`src/rtl/pwr_ret_pkg.sv`:
```
// Package for the power and retention register bank.
// Assumes a single 250 MHz system clock and 32-bit Avalon-MM access.
package pwr_ret_pkg;

    // ------------------------------------------------------------
    // Register offsets (byte addresses)
    // ------------------------------------------------------------
    localparam logic [11:0] OFF_SUPPLY_WARNING = 12'h510;
    localparam logic [11:0] OFF_SCRATCH_A      = 12'h51c;
    localparam logic [11:0] OFF_SCRATCH_B      = 12'h520;
    localparam logic [11:0] OFF_REG_ENABLE     = 12'h578;
    localparam logic [11:0] OFF_RAM_CTRL_BASE  = 12'h900;
    localparam logic [11:0] OFF_RAM_SET_BASE   = 12'h904;
    localparam logic [11:0] OFF_RAM_CLR_BASE   = 12'h908;
    localparam logic [11:0] RAM_STRIDE         = 12'h010;
    localparam int          RAM_BLOCKS         = 8;

    // ------------------------------------------------------------
    // Field layouts and reset values
    // ------------------------------------------------------------
    localparam int          WARN_EN_BIT        = 0;
    localparam int          WARN_LEVEL_LSB     = 1;
    localparam int          WARN_LEVEL_W       = 4;
    localparam logic [3:0]  LEVEL_2V6          = 4'hd;
    localparam logic [3:0]  LEVEL_2V7          = 4'he;
    localparam logic [3:0]  LEVEL_2V8          = 4'hf;
    localparam int          SCRATCH_W          = 8;
    localparam int          SECT_POWER_LSB     = 0;
    localparam int          SECT_RET_LSB       = 16;
    localparam int          SECTIONS           = 2;
    localparam logic [31:0] RAM_CTRL_MASK      = 32'h0003_0003;
    localparam logic [31:0] RAM_CTRL_RESET     = 32'h0000_ffff;
    localparam logic [31:0] ZERO_WORD          = 32'h0000_0000;
    localparam logic [31:0] UNMAPPED_READ      = 32'h0000_0000;

    // ------------------------------------------------------------
    // Carriers
    // ------------------------------------------------------------
    typedef struct packed {
        logic       enable;
        logic [3:0] level;
    } warn_cfg_s;

    typedef struct packed {
        logic [1:0] retention;
        logic [1:0] power;
    } ram_sect_s;

endpackage

```
`src/rtl/pwr_ret_regs.sv`:
```
// Power and retention register bank behind an Avalon-MM slave.
// Assumes SYS_CLK at 250 MHz, synchronous bus, RST asynchronous active high.
// Operation
// - Warning level codes 13, 14, 15 select 2.6, 2.7, 2.8 volt thresholds.
// - Scratch A at 0x51C holds eight retained bits, reset zero.
// - Register at 0x578 enables the switching regulator.
// - Eight RAM section control registers at 0x900 + n*0x10, only if fitted.
// - Reading the set register at 0x904 + n*0x10 returns the control register.
// - Writing 1 to a set power bit turns that section on in system on.
// - Writing 1 to a set retention bit enables retention while section is off.
//
// The Avalon-MM slave port was decided locally.
module pwr_ret_regs
    import pwr_ret_pkg::*;
#(
    parameter logic [RAM_BLOCKS-1:0] RAM_FITTED = 8'hff
) (
    input  wire logic        SYS_CLK,       // System clock, 250 MHz
    input  wire logic        RST,           // Asynchronous reset, active high
    input  wire logic [11:0] ADDRESS,       // Byte address
    input  wire logic        READ,          // Read request
    input  wire logic        WRITE,         // Write request
    input  wire logic [3:0]  BYTEENABLE,    // Write byte lanes
    input  wire logic [31:0] WRITEDATA,     // Write data
    output logic      [31:0] READDATA,      // Read data, registered
    output logic             WAITREQUEST,   // Stall, low on the accept cycle
    output logic             WARN_ENABLE,   // Supply-drop warning enabled
    output logic      [3:0]  WARN_LEVEL,    // Threshold code
    output logic      [7:0]  SCRATCH_A,     // Retained scratch A
    output logic      [7:0]  SCRATCH_B,     // Retained scratch B
    output logic             REG_ENABLE,    // Switching regulator enable
    output logic      [15:0] SECT_POWER,    // Section power, two bits per block
    output logic      [15:0] SECT_RETAIN    // Section retention, two bits per block
);

    // ------------------------------------------------------------
    // Bus handshake
    // ------------------------------------------------------------
    // One wait cycle per access gives read data a full clock to settle
    // from the decoder; the access is taken when ack_q is high.
    logic        ack_q;
    logic        ack_d;
    logic [31:0] rdata_q;
    logic [31:0] rdata_d;
    logic        req;
    logic        rd_load;
    logic        wr_take;

    assign req         = READ | WRITE;
    assign WAITREQUEST = req & ~ack_q;
    assign rd_load     = READ & ~ack_q;
    assign wr_take     = WRITE & ack_q;

    always_comb begin
        ack_d = req & ~ack_q;
    end

    // Byte-lane merge of write data onto an old value.
    function automatic logic [31:0] merge(input logic [31:0] old_v);
        logic [31:0] r;
        r = old_v;
        for (int b = 0; b < 4; b++) begin
            if (BYTEENABLE[b]) begin
                r[b*8 +: 8] = WRITEDATA[b*8 +: 8];
            end
        end
        return r;
    endfunction

    logic [31:0] wmask;
    always_comb begin
        wmask = ZERO_WORD;
        for (int b = 0; b < 4; b++) begin
            if (BYTEENABLE[b]) begin
                wmask[b*8 +: 8] = 8'hff;
            end
        end
    end

    // ------------------------------------------------------------
    // Common registers
    // ------------------------------------------------------------
    warn_cfg_s   warn_q;
    warn_cfg_s   warn_d;
    logic [7:0]  scr_a_q;
    logic [7:0]  scr_a_d;
    logic [7:0]  scr_b_q;
    logic [7:0]  scr_b_d;
    logic        regen_q;
    logic        regen_d;
    logic [31:0] m;

    always_comb begin
        warn_d  = warn_q;
        scr_a_d = scr_a_q;
        scr_b_d = scr_b_q;
        regen_d = regen_q;
        m       = ZERO_WORD;
        if (wr_take) begin
            case (ADDRESS)
                OFF_SUPPLY_WARNING: begin
                    m = merge({27'h0, warn_q.level, warn_q.enable});
                    warn_d.enable = m[WARN_EN_BIT];
                    warn_d.level  = m[WARN_LEVEL_LSB +: WARN_LEVEL_W];
                end
                OFF_SCRATCH_A: begin
                    m = merge({24'h000000, scr_a_q});
                    scr_a_d = m[SCRATCH_W-1:0];
                end
                OFF_SCRATCH_B: begin
                    m = merge({24'h000000, scr_b_q});
                    scr_b_d = m[SCRATCH_W-1:0];
                end
                OFF_REG_ENABLE: begin
                    m = merge({31'h0, regen_q});
                    regen_d = m[0];
                end
                default: begin
                    m = ZERO_WORD;
                end
            endcase
        end
    end

    always_ff @(posedge SYS_CLK or posedge RST) begin
        if (RST) begin
            ack_q   <= 1'b0;
            warn_q  <= '0;
            scr_a_q <= 8'h00;
            scr_b_q <= 8'h00;
            regen_q <= 1'b0;
        end else begin
            ack_q   <= ack_d;
            warn_q  <= warn_d;
            scr_a_q <= scr_a_d;
            scr_b_q <= scr_b_d;
            regen_q <= regen_d;
        end
    end

    // ------------------------------------------------------------
    // RAM block section control, one per block
    // ------------------------------------------------------------
    logic [31:0] ram_rd [RAM_BLOCKS];
    logic [RAM_BLOCKS-1:0] ram_hit;

    for (genvar n = 0; n < RAM_BLOCKS; n++) begin : g_ram
        localparam logic [11:0] CTRL = OFF_RAM_CTRL_BASE + 12'(n) * RAM_STRIDE;
        localparam logic [11:0] SETA = OFF_RAM_SET_BASE + 12'(n) * RAM_STRIDE;
        localparam logic [11:0] CLRA = OFF_RAM_CLR_BASE + 12'(n) * RAM_STRIDE;
        if (RAM_FITTED[n]) begin : g_fit
            logic [31:0] ctrl_q;
            logic [31:0] ctrl_d;
            always_comb begin
                ctrl_d = ctrl_q;
                if (wr_take) begin
                    if (ADDRESS == CTRL) begin
                        ctrl_d = merge(ctrl_q) & RAM_CTRL_MASK;
                    end else if (ADDRESS == SETA) begin
                        // Only ones set; zeros keep the stored bit
                        ctrl_d = ctrl_q | (WRITEDATA & wmask & RAM_CTRL_MASK);
                    end else if (ADDRESS == CLRA) begin
                        ctrl_d = ctrl_q & ~(WRITEDATA & wmask & RAM_CTRL_MASK);
                    end
                end
            end
            always_ff @(posedge SYS_CLK or posedge RST) begin
                if (RST) begin
                    ctrl_q <= RAM_CTRL_RESET & RAM_CTRL_MASK;
                end else begin
                    ctrl_q <= ctrl_d;
                end
            end
            // Control, set and clear views all read the same value
            assign ram_hit[n] = (ADDRESS == CTRL) | (ADDRESS == SETA) | (ADDRESS == CLRA);
            assign ram_rd[n]  = ctrl_q;
            assign SECT_POWER[2*n +: 2]  = ctrl_q[SECT_POWER_LSB +: SECTIONS];
            assign SECT_RETAIN[2*n +: 2] = ctrl_q[SECT_RET_LSB +: SECTIONS];
        end else begin : g_absent
            // Absent blocks decode as unmapped and keep their section off.
            assign ram_hit[n] = 1'b0;
            assign ram_rd[n]  = ZERO_WORD;
            assign SECT_POWER[2*n +: 2]  = 2'h0;
            assign SECT_RETAIN[2*n +: 2] = 2'h0;
        end
    end

    // ------------------------------------------------------------
    // Read path
    // ------------------------------------------------------------
    always_comb begin
        rdata_d = rdata_q;
        if (rd_load) begin
            case (ADDRESS)
                OFF_SUPPLY_WARNING: rdata_d = {27'h0, warn_q.level, warn_q.enable};
                OFF_SCRATCH_A:      rdata_d = {24'h000000, scr_a_q};
                OFF_SCRATCH_B:      rdata_d = {24'h000000, scr_b_q};
                OFF_REG_ENABLE:     rdata_d = {31'h0, regen_q};
                default: begin
                    rdata_d = UNMAPPED_READ;
                    for (int k = 0; k < RAM_BLOCKS; k++) begin
                        if (ram_hit[k]) begin
                            rdata_d = ram_rd[k];
                        end
                    end
                end
            endcase
        end
    end

    always_ff @(posedge SYS_CLK or posedge RST) begin
        if (RST) begin
            rdata_q <= ZERO_WORD;
        end else begin
            rdata_q <= rdata_d;
        end
    end

    // Read data is loaded at the end of the wait cycle, so it comes from a
    // flop and stands through the accept cycle; no write can slip between.
    assign READDATA = rdata_q;

    assign WARN_ENABLE = warn_q.enable;
    assign WARN_LEVEL  = warn_q.level;
    assign SCRATCH_A   = scr_a_q;
    assign SCRATCH_B   = scr_b_q;
    assign REG_ENABLE  = regen_q;

endmodule

```
`config.mk`:
```
export PLATFORM = sky130hd
export DESIGN_NAME = pwr_ret_regs
export DESIGN_NICKNAME = d
export VERILOG_FILES = /design/src/rtl/pwr_ret_pkg.sv /design/src/rtl/pwr_ret_regs.sv
export SDC_FILE = /design/constraint.sdc
export NUM_CORES = 1
export LEC_CHECK = 0
export ABC_AREA = 1
export BUFFER_PORTS_ARGS = -buffer_cell sky130_fd_sc_hd__clkbuf_2
export CAP_MARGIN = 30
export CORE_AREA = 2 2 93 162
export DETAILED_ROUTE_END_ITERATION = 10
export DIE_AREA = 0 0 95 164
export GPL_TIMING_DRIVEN = 0
export MAX_ROUTING_LAYER = met4
export PLACE_DENSITY_LB_ADDON = 0.2
export SYNTH_ARGS = -nofsm -noshare
export SYNTH_HDL_FRONTEND = slang
export SYNTH_SLANG_ARGS = --single-unit
```
`constraint.sdc`:
```
create_clock -name SYS_CLK -period 2.1 [get_ports SYS_CLK]
set_input_delay 0.21 -clock SYS_CLK [delete_from_list [all_inputs] [get_ports SYS_CLK]]
set_output_delay 0.21 -clock SYS_CLK [all_outputs]
set_load 0.02 [all_outputs]
```
==> results_dict.tcl <==
set metrics [dict create \
    grt_usage_pct 19.7 \
    num_vias 4205 \
    synth-compound-area-share_pct 22.4 \
    place_inst 824 \
    synth-xor-area-share_pct 0 \
    yosysWarningCount 0 \
    finalCriticalPeriod_ns 1.88 \
    hpwl_um 11600 \
    drtIter0Drc 311 \
    clockRootBuffer "clkbuf_16" \
    path_clk_slew_ns 0.06 \
    irDropWorstVdd_v 0.000430 \
    first_global_vias 4269 \
    dr.pass1.iters 5 \
    wire_per_inst_um 17.0 \
    synth_simple_gate_area_share_pct 24.7 \
    core_area_mm2 0.0143 \
    fin_ws_ns 0.223 \
    leakage_nw 2.42 \
    synth_area_mm2 0.00404 \
    finClkSkew_ns 0.00644 \
    rsz0062_at_grt "no" \
    synth-main-ff-cell "dfrtp_1" \
    hold_viol_final 0 \
    synth.ff_latch_count 66 \
    grt_max_degree 67 \
    cts_hold_buf 0 \
    hp-class "input pin to async pin" \
    num_rows 58 \
    gr-total-overflow 0 \
    viasPerCell 5.01 \
    post-route-period-util_pct 89.4 \
    r2r_cells 7 \
    port_buffers 108 \
    yosysSeqAreaShare_pct 41.3 \
    drc 0 \
    r2r-end "SCRATCH_A[5]" \
    cts_buffers 9 \
    drt_wl_total_um 14200 \
    clock_path_buffers 2 \
    fmax_ghz 0.533 \
    crit_fanout 10 \
    cap_violations 0 \
    dp_slack_ns 0.0135 \
    critPathArrivalTime_ns 2.13 \
    synth_edf_count 0 \
    worstPathRequired_ns 2.35 \
    diodes 0 \
    synth.area.mux_share_pct 0.278 \
    drv_slew 0 \
    clkLatencyLatePin_ns 0.34 \
    power.density_mw_per_mm2 593 \
    synth.distinct_cells 34 \
    synth_fa_ha_area_share_pct 0 \
    antenna_left 0 \
    endpoint_kind "flip-flop" \
    status "complete, no violations" \
    grt_pass1_wl_um 22500 \
    synth_top_family_by_area "simple AND/OR/NAND/NOR gates" \
    reg2reg_setup_slack_ns 0.22 \
    start_kind "flip-flop" \
    instances_no_fill 839 \
    htreeDepth 3 \
    slew_headroom_pct 43.0 \
    die_area_mm2 0.0156 \
    top_level_ports 139 \
    fin_nets 706 \
    final_layout_size_suffix_gt1_share_pct 29.1 \
    initial_utilization_pct 28.3 \
    antenna_found_initial 0 \
    cts_tree "yes" \
    timing.rr.start "ack_q" \
    synth_nets 588 \
    avgSynthCellArea_um2 7.54 \
    gp_congestion 0.872 \
    dieWidth_um 95 \
    synthCells 536 \
    die_h_um 164 \
    crit_type "flip-flop to flip-flop" \
    worst_slew_pin_slew_ns 0.856 \
    finalSetupViolCount 0 \
    synthArstFlopShare_pct 100 \
    syn2layout_area_growth_pct 26.4 \
    cts_sinks 66 \
]
## kinds of logic (layout without fill, tap and decap cells)
group | Yosys count | count (layout)
flip-flops | 66 | 66
AO/OA/AOI/OAI | 136 | 136
AND/OR/NAND/NOR | 233 | 233
multiplexers | 1 | 1
buffers and inverters | 100 | 223
## cell usage in the layout, fill, tap and decap left out, types with 7 or more instances in the layout
master     instances
o211ai_1          12
nor2_1            51
nand2_1          138
clkbuf_16          9
nor2_2             7
dfrtp_1           50
nand3_1           22
o31ai_1           29
inv_2              7
a21oi_1           33
o21ai_0           27
clkbuf_1           9
o21ai_1            8
inv_1             56
buf_4             21
o2111ai_1         13
dfstp_2           16
clkbuf_2         108
## layer usage
metal | global-route usage, % | wire, um
met5 | - | 0
met4 | 11.7 | 847
met3 | 3.81 | 740
met2 | 35.1 | 7650
met1 | 19.3 | 5010
## repair_timing
| item | in CTS | in global routing |
|---|---|---|
| buffers inserted | 0 | 0 |
| endpoints found under the setup margin | 0 | 5 |
| hold endpoints to repair | 0 | 0 |
| gates resized for setup | 0 | 0 |
## stage by stage
step | util, % | TNS, ns | power [W] | instance area, um^2 | hold WS (ns)
after CTS | 35.8 | 0 | 0.00307 | 5110 | 0.0684
after global routing | 35.7 | 0 | 0.00315 | 5110 | 0.119
after global placement | 33.6 | -34.21 | 0.00151 | 4810 | 0.447
after floorplan | - | 0 | 0.00142 | 4040 | 0.358
final | 35.7 | 0 | 0.00303 | 5110 | 0.0375
after detailed placement | 33.7 | 0 | 0.00151 | 4810 | 0.434
## state kept, by name (all words and copies together), names as in the netlist
signal,count
WARN_LEVEL,4
ack_q,1
REG_ENABLE,1
SCRATCH_B,8
READDATA,11
WARN_ENABLE,1
SCRATCH_A,8
g_ram.g_fit.ctrl_q,32
## power breakdown
group	leakage [nW]	switching [W]	internal, W	total (W)
clock	0.142	0.000613	0.000927	0.00154
sequential	0.852	0.00000230	0.00128	0.00128
combinational	1.43	0.000168	0.0000419	0.000210
## worst max-delay path: stages (launching register included)
cell and delay, ns:
dfrtp_1 0.36, nand2_1 0.21, inv_1 0.31, nand2_1 0.10, inv_1 0.13, nand2_1 0.21
buf_2 0.27, o21ai_0 0.18
## worst max-delay path by stage
stage	start	end	slack, ns
final	ack_q	SCRATCH_A[5]	0.22
after CTS	ack_q	SCRATCH_B[0]	0.12
after detailed placement	ADDRESS[4]	g_ram[6].g_fit.ctrl_q[17]	0.01
after global placement	RST	g_ram[4].g_fit.ctrl_q[17]	-0.68
after floorplan	RST	READDATA[0]	0.26
after global routing	ack_q	SCRATCH_B[0]	0.01
## area by class of cell
class                      instances  area (um^2)
buffer                            35          213
clock buffer                       9          225
clock inverter                     7         76.3
fill                            1530         9190
inverter                          64          243
multi-input combinational        370         1920
sequential                        66         1670
tap                              180          225
timing repair buffer             108          541
## Yosys cell counts, types with 3 or more instances
master	instances	area, um^2
clkbuf_1	10	37.5
nand4_1	3	18.8
dfrtp_1	50	1250
o31ai_1	29	218
buf_1	3	11.3
nor2_2	7	43.8
inv_2	7	26.3
o211ai_1	12	90.1
dfstp_2	16	420
o21ai_1	8	40.0
o21ai_0	27	135
nand2_1	138	518
o32ai_1	3	26.3
a21oi_1	33	165
nor2_1	51	191
inv_1	57	214
a32o_1	3	30.0
or2_2	3	18.8
buf_4	21	158
o2111ai_1	13	114
nand3_1	22	110
o2111a_1	3	33.8
No activity file was read; power rests on OpenSTA's default activity.
